$ cat src/include/lsc_pkg.sv
package lsc_pkg;
  // Command codes seen with the command/data select high
  localparam logic [7:0] CMD_PEEK = 8'hE0;
  localparam logic [7:0] CMD_COPY = 8'hE8;
  localparam logic [7:0] CMD_REVERSE = 8'hD0;
  localparam logic [7:0] CMD_BLINK = 8'h50;
  localparam logic [7:0] CMD_AUTOMOVE = 8'h60;
  localparam logic [7:0] CMD_FONT = 8'h70;
  localparam logic [3:0] CMD_BIT_HI = 4'hF;

  // Field positions inside the command and data bytes
  localparam int BIT_SET_POS = 3;
  localparam int REV_POS = 0;
  localparam int AUTO_POS = 0;
  localparam int FONT_EXPLICIT_POS = 1;
  localparam int FONT_WHICH_POS = 0;

  // Status byte bit positions
  localparam int STAT_CMD_RDY = 0;
  localparam int STAT_DATA_RDY = 1;
  localparam int STAT_PEEK_ERR = 6;

  // Text/graphic combination modes
  localparam logic [1:0] MIX_OR = 2'h0;
  localparam logic [1:0] MIX_XOR = 2'h1;
  localparam logic [1:0] MIX_AND = 2'h3;

  // Reset values
  localparam logic [2:0] BLINK_RST = 3'h0;
  localparam logic [7:0] DATA_RST = 8'h00;
  localparam logic [15:0] ADDR_RST = 16'h0000;

  localparam int ADDR_W = 16;

  typedef enum logic [2:0] {
    ST_IDLE = 3'b001,
    ST_READ = 3'b010,
    ST_WRITE = 3'b100
  } lsc_state_t;

  typedef enum logic [2:0] {
    OP_PEEK = 3'b001,
    OP_COPY = 3'b010,
    OP_BIT = 3'b100
  } lsc_op_t;
endpackage

$ cat src/include/lsc_pix_if.sv
interface lsc_pix_if;
  logic [7:0] text_pix;
  logic [7:0] gfx_pix;
  logic [1:0] mix;
  logic text_on;
  logic gfx_on;
  logic reverse;
  logic [7:0] shown;

  modport src(output text_pix, output gfx_pix, output mix, output text_on, output gfx_on,
              output reverse, input shown);
  modport comb(input text_pix, input gfx_pix, input mix, input text_on, input gfx_on,
               input reverse, output shown);
endinterface

$ cat src/verilog/lsc_cmd_decoder.sv
//Behaviour
// - Peek puts one displayed byte in stack
// - Peek byte is combined text/graphic view
// - Peek outside graphic area: ignore, flag error
// - Copy writes one raster line from pointer
// - Bit command changes exactly one bit
// - Reverse bit 0 inverts whole screen
// - Blink period from bits 2..0
// - Two data bytes; Reverse uses second, Blink/Auto-move/Font use first
// - Auto-move enable from bit 0
// - Auto-move steps cursor per display transfer pulse
// - Font select 10/11 picks ROM font
module lsc_cmd_decoder (
  input wire logic i_clk_sys,
  input wire logic i_rst_b,
  input wire logic i_ce_b,
  input wire logic i_cd,
  input wire logic i_wr_b,
  input wire logic i_rd_b,
  input wire logic [7:0] i_data,
  output logic [7:0] o_data,
  output logic o_data_oe_b,
  input wire logic [lsc_pkg::ADDR_W-1:0] i_addr_ptr,
  input wire logic [lsc_pkg::ADDR_W-1:0] i_gfx_home,
  input wire logic [lsc_pkg::ADDR_W-1:0] i_gfx_size,
  input wire logic [7:0] i_gfx_cols,
  input wire logic [1:0] i_mix_mode,
  input wire logic i_text_on,
  input wire logic i_gfx_on,
  input wire logic [7:0] i_text_pix,
  output logic o_ram_req,
  output logic o_ram_we,
  output logic [lsc_pkg::ADDR_W-1:0] o_ram_addr,
  output logic [7:0] o_ram_wdata,
  input wire logic i_ram_ack,
  input wire logic [7:0] i_ram_rdata,
  input wire logic i_disp_xfer,
  input wire logic i_cursor_dec,
  output logic o_cursor_inc,
  output logic o_cursor_dec,
  output logic o_reverse,
  output logic [2:0] o_blink_code,
  output logic o_cursor_auto,
  output logic o_font_override,
  output logic o_font_second,
  output logic o_peek_error_flag,
  output logic o_busy
);
  import lsc_pkg::*;

  typedef struct packed {
    logic ce_s1;
    logic ce_s2;
    logic cd_s1;
    logic cd_s2;
    logic wr_s1;
    logic wr_s2;
    logic wr_d;
    logic rd_s1;
    logic rd_s2;
    logic [7:0] dat_s1;
    logic [7:0] dat_s2;
    logic [7:0] first_data_byte;
    logic [7:0] second_data_byte;
    lsc_state_t state;
    lsc_op_t op;
    logic [7:0] count;
    logic bit_val;
    logic [2:0] bit_idx;
    logic [7:0] rdata;
    logic [7:0] peek_byte;
    logic peek_error_flag;
    logic reverse;
    logic [2:0] blink_code;
    logic cursor_auto;
    logic font_override;
    logic font_second;
    logic ram_req;
    logic ram_we;
    logic [ADDR_W-1:0] ram_addr;
    logic [7:0] ram_wdata;
    logic [7:0] out_data;
    logic oe_b;
    logic cursor_inc;
    logic cursor_dec;
  } lsc_core_t;

  lsc_core_t s;
  lsc_core_t next_s;

  lsc_pix_if pix ();

  lsc_pix_mix u_mix (
    .pix(pix)
  );

  ////////////////////////////////////////////////////////////////////////////
  // Host strobe decode and graphic area check

  logic wr_done;
  logic rd_act;
  logic cmd_take;
  logic data_take;
  logic in_gfx;
  logic [ADDR_W:0] gfx_end;

  assign wr_done = s.wr_s2 & ~s.wr_d & ~s.ce_s2;
  assign rd_act = ~s.rd_s2 & ~s.ce_s2;
  // Commands arriving while busy are dropped; host polls status first
  assign cmd_take = wr_done & s.cd_s2 & (s.state == ST_IDLE);
  assign data_take = wr_done & ~s.cd_s2;
  assign gfx_end = {1'b0, i_gfx_home} + {1'b0, i_gfx_size};
  assign in_gfx = (i_addr_ptr >= i_gfx_home) && ({1'b0, i_addr_ptr} < gfx_end);

  // Graphic byte straight off the RAM return so the merge sees it with the ack
  assign pix.gfx_pix = i_ram_rdata;
  assign pix.text_pix = i_text_pix;
  assign pix.mix = i_mix_mode;
  assign pix.text_on = i_text_on;
  assign pix.gfx_on = i_gfx_on;
  assign pix.reverse = s.reverse;

  ////////////////////////////////////////////////////////////////////////////
  // Next state

  always_comb begin
    logic [7:0] stat;
    stat = 8'h00;
    next_s = s;
    next_s.ce_s1 = i_ce_b;
    next_s.ce_s2 = s.ce_s1;
    next_s.cd_s1 = i_cd;
    next_s.cd_s2 = s.cd_s1;
    next_s.wr_s1 = i_wr_b;
    next_s.wr_s2 = s.wr_s1;
    next_s.wr_d = s.wr_s2;
    next_s.rd_s1 = i_rd_b;
    next_s.rd_s2 = s.rd_s1;
    next_s.dat_s1 = i_data;
    next_s.dat_s2 = s.dat_s1;
    next_s.cursor_inc = 1'b0;
    next_s.cursor_dec = 1'b0;

    stat[STAT_CMD_RDY] = (s.state == ST_IDLE);
    stat[STAT_DATA_RDY] = (s.state == ST_IDLE);
    stat[STAT_PEEK_ERR] = s.peek_error_flag;
    next_s.out_data = s.cd_s2 ? stat : s.peek_byte;
    next_s.oe_b = ~rd_act;

    if (data_take) begin
      next_s.first_data_byte = s.second_data_byte;
      next_s.second_data_byte = s.dat_s2;
    end

    if (cmd_take) begin
      next_s.peek_error_flag = 1'b0;
      if (s.dat_s2[7:4] == CMD_BIT_HI) begin
        next_s.op = OP_BIT;
        next_s.bit_val = s.dat_s2[BIT_SET_POS];
        next_s.bit_idx = s.dat_s2[2:0];
        next_s.ram_addr = i_addr_ptr;
        next_s.ram_req = 1'b1;
        next_s.ram_we = 1'b0;
        next_s.state = ST_READ;
      end else begin
        unique case (s.dat_s2)
          CMD_PEEK: begin
            if (in_gfx) begin
              next_s.op = OP_PEEK;
              next_s.ram_addr = i_addr_ptr;
              next_s.ram_req = 1'b1;
              next_s.ram_we = 1'b0;
              next_s.state = ST_READ;
            end else begin
              // Set after the clear above so it wins
              next_s.peek_error_flag = 1'b1;
            end
          end
          CMD_COPY: begin
            if (i_gfx_cols != 8'h00) begin
              next_s.op = OP_COPY;
              next_s.count = i_gfx_cols;
              next_s.ram_addr = i_addr_ptr;
              next_s.ram_req = 1'b1;
              next_s.ram_we = 1'b0;
              next_s.state = ST_READ;
            end
          end
          CMD_REVERSE: next_s.reverse = s.second_data_byte[REV_POS];
          CMD_BLINK: next_s.blink_code = s.first_data_byte[2:0];
          CMD_AUTOMOVE: next_s.cursor_auto = s.first_data_byte[AUTO_POS];
          CMD_FONT: begin
            next_s.font_override = s.first_data_byte[FONT_EXPLICIT_POS];
            next_s.font_second = s.first_data_byte[FONT_EXPLICIT_POS]
                                 & s.first_data_byte[FONT_WHICH_POS];
          end
          default: begin
          end
        endcase
      end
    end

    unique case (s.state)
      ST_IDLE: begin
      end
      ST_READ: begin
        if (i_ram_ack) begin
          next_s.rdata = i_ram_rdata;
          unique case (s.op)
            OP_PEEK: begin
              next_s.peek_byte = pix.shown;
              next_s.ram_req = 1'b0;
              next_s.state = ST_IDLE;
            end
            OP_COPY: begin
              next_s.ram_wdata = pix.shown;
              next_s.ram_we = 1'b1;
              next_s.state = ST_WRITE;
            end
            OP_BIT: begin
              next_s.ram_wdata = (i_ram_rdata & ~(8'h01 << s.bit_idx))
                                 | ({7'h00, s.bit_val} << s.bit_idx);
              next_s.ram_we = 1'b1;
              next_s.state = ST_WRITE;
            end
          endcase
        end
      end
      ST_WRITE: begin
        if (i_ram_ack) begin
          next_s.ram_we = 1'b0;
          if (s.op == OP_COPY && s.count > 8'h01) begin
            // Walk the raster line one byte per column
            next_s.count = s.count - 8'h01;
            next_s.ram_addr = s.ram_addr + 16'h0001;
            next_s.state = ST_READ;
          end else begin
            next_s.ram_req = 1'b0;
            next_s.state = ST_IDLE;
          end
        end
      end
    endcase

    if (i_disp_xfer && s.cursor_auto) begin
      next_s.cursor_inc = ~i_cursor_dec;
      next_s.cursor_dec = i_cursor_dec;
    end
  end

  ////////////////////////////////////////////////////////////////////////////
  // State register

  always_ff @(posedge i_clk_sys) begin
    if (!i_rst_b) begin
      s <= '0;
      s.ce_s1 <= 1'b1;
      s.ce_s2 <= 1'b1;
      s.wr_s1 <= 1'b1;
      s.wr_s2 <= 1'b1;
      s.wr_d <= 1'b1;
      s.rd_s1 <= 1'b1;
      s.rd_s2 <= 1'b1;
      s.first_data_byte <= DATA_RST;
      s.second_data_byte <= DATA_RST;
      s.blink_code <= BLINK_RST;
      s.ram_addr <= ADDR_RST;
      s.state <= ST_IDLE;
      s.op <= OP_PEEK;
      s.oe_b <= 1'b1;
    end else begin
      s <= next_s;
    end
  end

  assign o_data = s.out_data;
  assign o_data_oe_b = s.oe_b;
  assign o_ram_req = s.ram_req;
  assign o_ram_we = s.ram_we;
  assign o_ram_addr = s.ram_addr;
  assign o_ram_wdata = s.ram_wdata;
  assign o_cursor_inc = s.cursor_inc;
  assign o_cursor_dec = s.cursor_dec;
  assign o_reverse = s.reverse;
  assign o_blink_code = s.blink_code;
  assign o_cursor_auto = s.cursor_auto;
  assign o_font_override = s.font_override;
  assign o_font_second = s.font_second;
  assign o_peek_error_flag = s.peek_error_flag;
  assign o_busy = (s.state != ST_IDLE);
endmodule

$ cat src/verilog/lsc_pix_mix.sv
module lsc_pix_mix (
  lsc_pix_if.comb pix
);
  import lsc_pkg::*;

  logic [7:0] t;
  logic [7:0] g;
  logic [7:0] raw;

  always_comb begin
    t = pix.text_on ? pix.text_pix : 8'h00;
    g = pix.gfx_on ? pix.gfx_pix : 8'h00;
    unique case (pix.mix)
      MIX_OR: raw = t | g;
      MIX_XOR: raw = t ^ g;
      MIX_AND: raw = t & g;
      // Unused mode code shows as OR, the safe superset
      default: raw = t | g;
    endcase
    // Whole-screen reverse applies after the text/graphic merge
    pix.shown = raw ^ {8{pix.reverse}};
  end
endmodule

$ cat config.mk
export PLATFORM = sky130hd
export DESIGN_NAME = lsc_cmd_decoder
export DESIGN_NICKNAME = d
export VERILOG_FILES = /design/src/include/lsc_pkg.sv /design/src/include/lsc_pix_if.sv /design/src/verilog/lsc_cmd_decoder.sv /design/src/verilog/lsc_pix_mix.sv
export SDC_FILE = /design/constraint.sdc
export NUM_CORES = 1
export LEC_CHECK = 0
export ABC_AREA = 1
export ABC_CLOCK_PERIOD_IN_PS = 3450
export BUFFER_PORTS_ARGS = -buffer_cell sky130_fd_sc_hd__buf_2
export CAP_MARGIN = 10
export CORE_MARGIN = 2
export CORE_UTILIZATION = 56
export CTS_CLUSTER_SIZE = 10
export DETAILED_ROUTE_END_ITERATION = 8
export PLACE_DENSITY = 0.81
export SETUP_SLACK_MARGIN = 0.5
export SLEW_MARGIN = 10
export SYNTH_ARGS = -nofsm -noshare
export SYNTH_HDL_FRONTEND = slang
export SYNTH_SLANG_ARGS = --single-unit
$ cat constraint.sdc
create_clock -name i_clk_sys -period 3.45 [get_ports i_clk_sys]
set_input_delay 0.1725 -clock i_clk_sys [delete_from_list [all_inputs] [get_ports i_clk_sys]]
set_output_delay 0.1725 -clock i_clk_sys [all_outputs]
set_load 0.01 [all_outputs]
### After elaboration in Yosys (flattened, before gate mapping)

Index checks and enable logic that the tools add are counted.

| operators by class | value |
|---|---|
| muxes and demuxes | 41 |
| add/subtract/negate cells | 3 |
| shift-type cells | 2 |
| bitwise logic cells | 22 |
| $lt $le $gt $ge | 3 |
| eq/ne operators | 18 |
| reductions and logical operators | 17 |

Operators by type and width:

| cell | number |
|---|---|
| two-way mux 18 bit | 6 |
| two-way mux 8 bit | 8 |
| one-hot mux 18 bit (2 select lines) | 1 |
| two-way mux 16 bit | 2 |
| one-hot mux 8 bit (2 select lines) | 2 |
| == test 8 x 7 -> 1 bit, second input constant | 3 |
| == test 8 bit, second input constant | 3 |
| AND reduction 3 bit | 6 |
| adder 16 x 16 -> 17 bit | 1 |
| less-than comparator 16 x 17 -> 1 bit | 1 |
| adder 16 x 1 -> 16 bit, second input constant | 1 |
| bitwise AND 8 bit | 2 |
| greater-or-equal comparator 16 bit | 1 |
| OR 8 bit | 2 |
| bitwise XOR 8 bit | 2 |
| two-way mux 14 bit | 1 |
| two-way mux 6 bit | 2 |
| one-hot mux 3 bit (2 select lines) | 2 |
| one-hot mux 6 bit (2 select lines) | 1 |
| two-way mux 3 bit | 3 |
| > comparator 8 x 1 -> 1 bit, second input constant | 1 |
| inverter 1 bit | 8 |
| inverter 8 bit | 1 |
| nonzero test 8 bit | 1 |
| other kinds (23) | 45 |

| word-level totals | value |
|---|---|
| output and inout bits | 46 |
| logic and storage cells | 140 |
| input port bits | 93 |
| register bits after elaboration | 102 |

### Longest topological paths before layout

| depth | value |
|---|---|
| depth in word-level cells | 10 |
| mapped depth | 23 |
| depth with buffers taken out | 23 |

### Cells and area by module

A second synthesis with hierarchy kept.

| second synthesis, totals | value |
|---|---|
| cells, all modules | 1162 |
| area total of the unflattened synthesis | 7847.5 um^2 |

By module, submodules not included:

| module | sequential area each (um^2) | instances | area each (um^2) | cells each |
|---|---|---|---|---|
| lsc_cmd_decoder | 2042.0 | 1 | 7015.5 | 1033 |
| lsc_pix_mix | 0.0 | 1 | 832.0 | 129 |

### Worst setup path after synthesis

OpenSTA, ideal clock, no wires.

| timing | value |
|---|---|
| path kind | input to register |
| start point | input port i_gfx_home[0] (netlist bit) |
| end point | register s (netlist bit o_ram_addr[10]) |
| path slack | 353 ps |
| buffers on the path | 1 |
| required time | 3384 ps |
| arrival | 3031 ps |
| cell stages on the path | 21 |
| library setup time | 66 ps |
| path through | ha_1 fa_1 nand3_1 nand2_1 nand2_1 nand2_2 a31oi_1 o21ai_0 a21oi_1 xor2_1 ha_1 a21oi_1 nor2_1 o211ai_2 nand4_4 nand2_8 buf_12 nand2_1 o21ai_2 nand2_1 a21oi_2 |

| between the ends | value |
|---|---|
| longest elaborated chain between the ends | 10 |
| elaborated cells between the ends (all ways) | 11 |
| classes of those cells | 1 x add/sub; 2 x order compare; 7 x mux; 1 x reduce/logical |

Ends and longest elaborated chain:

| element | line | source |
|---|---|---|
| start: declaration | lsc_cmd_decoder.sv:24 | `input wire logic [lsc_pkg::ADDR_W-1:0] i_gfx_home,` |
| adder 16 x 16 -> 17 bit | lsc_cmd_decoder.sv:112 | `assign gfx_end = {1'b0, i_gfx_home} + {1'b0, i_gfx_size};` |
| less-than comparator 16 x 17 -> 1 bit | lsc_cmd_decoder.sv:113 | `assign in_gfx = (i_addr_ptr >= i_gfx_home) && ({1'b0, i_addr_ptr} < gfx_end);` |
| logical AND 1 bit * | lsc_cmd_decoder.sv:113 |  |
| two-way mux 18 bit * | lsc_cmd_decoder.sv:168 | `if (in_gfx) begin` |
| one-hot mux 18 bit (2 select lines) * | lsc_cmd_decoder.sv:166 | `unique case (s.dat_s2)` |
| two-way mux 18 bit * | lsc_cmd_decoder.sv:157 | `if (s.dat_s2[7:4] == CMD_BIT_HI) begin` |
| two-way mux 18 bit * | lsc_cmd_decoder.sv:155 | `if (cmd_take) begin` |
| two-way mux 16 bit | lsc_cmd_decoder.sv:232 | `if (s.op == OP_COPY && s.count > 8'h01) begin` |
| two-way mux 18 bit | lsc_cmd_decoder.sv:230 | `if (i_ram_ack) begin` |
| two-way mux 16 bit * | lsc_cmd_decoder.sv:203 | `unique case (s.state)` |
| end signal: assignment | lsc_cmd_decoder.sv:272 | `s <= next_s;` |
| end: declaration | lsc_cmd_decoder.sv:88 | `lsc_core_t s;` |

Mark *: on every way between the ends. The rest lies on a longest branch, timed or not.
A chain may end at the register's enable or synchronous reset.

### Worst setup path after layout

| timing | value |
|---|---|
| start point | input port i_gfx_home[4] (netlist bit) |
| end point | register s (netlist bit o_ram_addr[4]) |

Same word-level chain as after synthesis.

==> results.md <==
* HP Start: i_data[6]
* Yosys warns at 0
* Final hold viol count at 1
* LEAKAGE at 4.23 nW
* Die Y at between 100 and 150 µm
* Clock sinks at 102
* Clock slew at reported path FFs at 0.08 ns
* Detailed Routing Iterations Pass 1 at 6
* Number of placement rows at just over 40
* Non-Filler Instances at 1308
* Hold-critical path depth at 3
* Violated checks: hold timing
* Number of H-tree levels at 3
* VDD IR-drop max at around 250 µV
* Crit Path Category: input port to register
* Worst min path class: input port to register
* Capture endpoint of the worst hold path: next_s[101]$_SDFF_PN0_
* NumNets Final at 1291
* I/O pin count at 139
* Max-capacitance violation count at 0
* Synth Flop Type: dfxtp_1
* Result of the run: complete, but fails checks
* Post-synth net total at 1180
* Clock Tree Buf Depth at 2
* Design Power at 2.77 mW
* Number of enable-type register cells in the synthesized netlist at 0
* Setup Total Neg Slack at 0 ns
* Startpoint of the worst register-to-register path: s[77]$_SDFF_PN0_
* Number of fill cells in the layout at around 1.1k
* Antenna diode instance count at 0
* Final WL at 17300 µm
* Die extent in x at 117 µm
* Required @ worst endpoint at 3.74 ns
* GRT overflow at 0
* Slack of the worst reg-to-reg path at 1.29 ns
* Synthesized area per cell at 6.96 µm²
* Max FO, Critical Path at 7
* Estimated wirelength of the detail-placed design at 12500 µm
* Floorplan core area at 12500 µm²
* Highest attainable clock frequency at 348 MHz
* Final Worst Setup Slack at about 0.57 ns
* Clock skew at 0.0109 ns
* Post-route ant nets at 0
* Final Cycle Share at 83.3%
* Worst rel slew slack at 55.4%
* Min Tclk post-route at roughly 2.9 ns
* Most used cells in the layout excluding fill and tap cells: 188 x nand2_1, 162 x inv_1, 136 x buf_2
* Clock tree from TritonCTS: done
* Critical path data arrival time at 3.16 ns
* Wire length of the first global-routing pass at 26800 µm
* Transition time at the pin with the least slew margin at 0.668 ns
* Count of state elements after synthesis at 102
* Synthesized instance count at approximately 1k
* DRC Markers at 0
* Sequential element share of the synthesized area at between 20 and 30%
* RSZ-0062 raised after global routing: true
* Initial Util at 56.7%
* Startpoint type of the worst setup path: input port
* Die outline area at between 10000 and 15000 µm²
* Antenna violations before repair at 0
* Total standard cell area after synthesis at 7100 µm²
* Detail-routed net length per standard cell at 13.2 µm
* Setup slack at placement at 0.172 ns
* Latest clock arrival within the worst-skew pair at around 0.36 ns
* Largest net degree at the start of global routing at 60
* GRT Total Usage at 24.3%
* Worst r2r path cells at 11
* Most frequent standard cell in the layout excluding fill and tap cells: nand2_1
* Number of port buffers at 138
* Clock root cell: clkbuf_16
* Capture point of the worst reg-to-reg path: s[71]$_SDFF_PN0_
* Average via count per standard cell at about 5.3
* Weighted congestion at the end of routability-driven global placement at 0.896
* Number of different library cells in the post-synthesis netlist at 47
* Number of pins exceeding their max-slew limit in the final report at 0
* Clock buffer count from CTS at 9
* Vias post-DR at 6978
* Endpoint kind of the worst setup timing path: register
* Number of placed cells counting well taps at approximately 1.3k
* Power density over cell area at 331 nW/µm²
* Final setup violation count at 0
* Proportion of layout cells with a drive suffix above 1 at 21.2%
* Initial DRC count at 745
* Share of synthesized flip-flops with an asynchronous set or reset at 0%
* Layout overhead on the synthesized area at 17.9%
* Via count of the first global-routing pass at ~6.0k
* Worst hold slack at -0.00192 ns
-- flip-flops by register name (all words and copies together) (netlist names), 3 cells and up --
| signal | cells |
|---|---|
| o_ram_wdata | 8 |
| o_data | 8 |
| o_ram_addr | 16 |
| next_s | 13 |
| s | 44 |
| o_blink_code | 3 |
-- area by class of cell --
| class | count | area (µm²) | share of cell area (%) |
|---|---|---|---|
| Clock buffer | 9 | 225 | 2.69 |
| Clock inverter | 7 | 88.8 | 1.06 |
| Inverter | 166 | 623 | 7.45 |
| Multi-Input combinational cell | 692 | 4270 | 51.0 |
| Sequential cell | 102 | 2040 | 24.4 |
| Tap cell | 172 | 215 | 2.57 |
| Timing Repair Buffer | 160 | 903 | 10.8 |
-- what timing repair did --
action	in CTS	in global routing
setup buffers	0	8
hold buffers	6	0
hold endpoints to repair	6	0
resized for setup	0	36
endpoints found under the setup margin	0	23
-- logic make-up after synthesis --
group                    Yosys count  synth area share [%]
AO/OA/AOI/OAI                    238                  19.7
buffers and inverters            229                  14.4
AND/OR/NAND/NOR                  354                  21.5
XOR/XNOR                          30                  3.70
adder cells (fa/ha/maj)           67                  11.9
flip-flops                       102                  28.8
-- Yosys cell counts, drive strengths merged (3+ instances only) --
library cell	instances	share of area, %
a211oi	5	0.53
a21oi	93	7.1
a221oi	16	2.0
a31oi	7	0.62
buf	44	4.6
clkbuf	19	1.0
clkinv	3	0.16
dfxtp	102	29
ha	66	12
inv	163	8.6
nand2	203	11
nand3	38	2.7
nand4	6	0.74
nor2	69	3.7
nor3	19	1.4
nor4	8	0.79
o211ai	7	0.81
o21a	4	0.42
o21ai	96	7.2
o21bai	4	0.42
or2	8	0.71
xnor2	6	0.74
xor2	24	3.0
-- report_power, final --
group          leakage, nW  internal [mW]  switching, mW
combinational         3.25          0.225          0.299
clock                0.153          0.528          0.523
sequential           0.827           1.19        0.00586
total                 4.23           1.94          0.828
-- worst max-delay path, cell delays in order --
cell,delay (ns)
buf_2,0.12
ha_4,0.28
inv_1,0.07
nor3_1,0.18
nand2_1,0.07
o211ai_1,0.16
nand2_1,0.15
a21oi_2,0.21
a31oi_2,0.13
xor2_1,0.16
ha_1,0.27
nand2_1,0.08
nor2_1,0.05
a211oi_1,0.15
nand2_1,0.09
nand3_2,0.09
nand4_4,0.09
buf_12,0.18
nand2_8,0.11
nand2_2,0.05
o21ai_1,0.08
nand2_1,0.08
a21oi_1,0.14
-- worst max path at each step --
stage	from	endpoint	slack, ns
3_3_place_gp	i_gfx_home[4]	o_ram_addr[15]$_SDFF_PN0_	0.26
2_1_floorplan	i_gfx_home[0]	o_ram_addr[10]$_SDFF_PN0_	0.51
3_5_place_dp	i_gfx_home[4]	o_ram_addr[9]$_SDFF_PN0_	0.17
4_1_cts	i_gfx_home[4]	o_ram_addr[6]$_SDFF_PN0_	0.54
5_1_grt	i_gfx_home[4]	o_ram_addr[4]$_SDFF_PN0_	0.36
6_report	i_gfx_home[4]	o_ram_addr[4]$_SDFF_PN0_	0.57
-- per-layer routing --
layer	global-route usage [%]	vias to the layer above	part of all wire (%)
met4	8.78	0	2.7
met2	41.3	268	48
met3	4.51	47	6.7
li1	-	3532	-
met1	31.0	3131	43
met5	0	-	0
-- per-stage QoR --
step           area, µm²  util (%)
2_1_floorplan       7130         -
3_3_place_gp        7700      61.5
3_5_place_dp        7700      61.5
6_report            8370      66.9
5_1_grt             8370      66.9
4_1_cts             8070      64.5
Note: power is estimated with default switching activity, not from simulation.
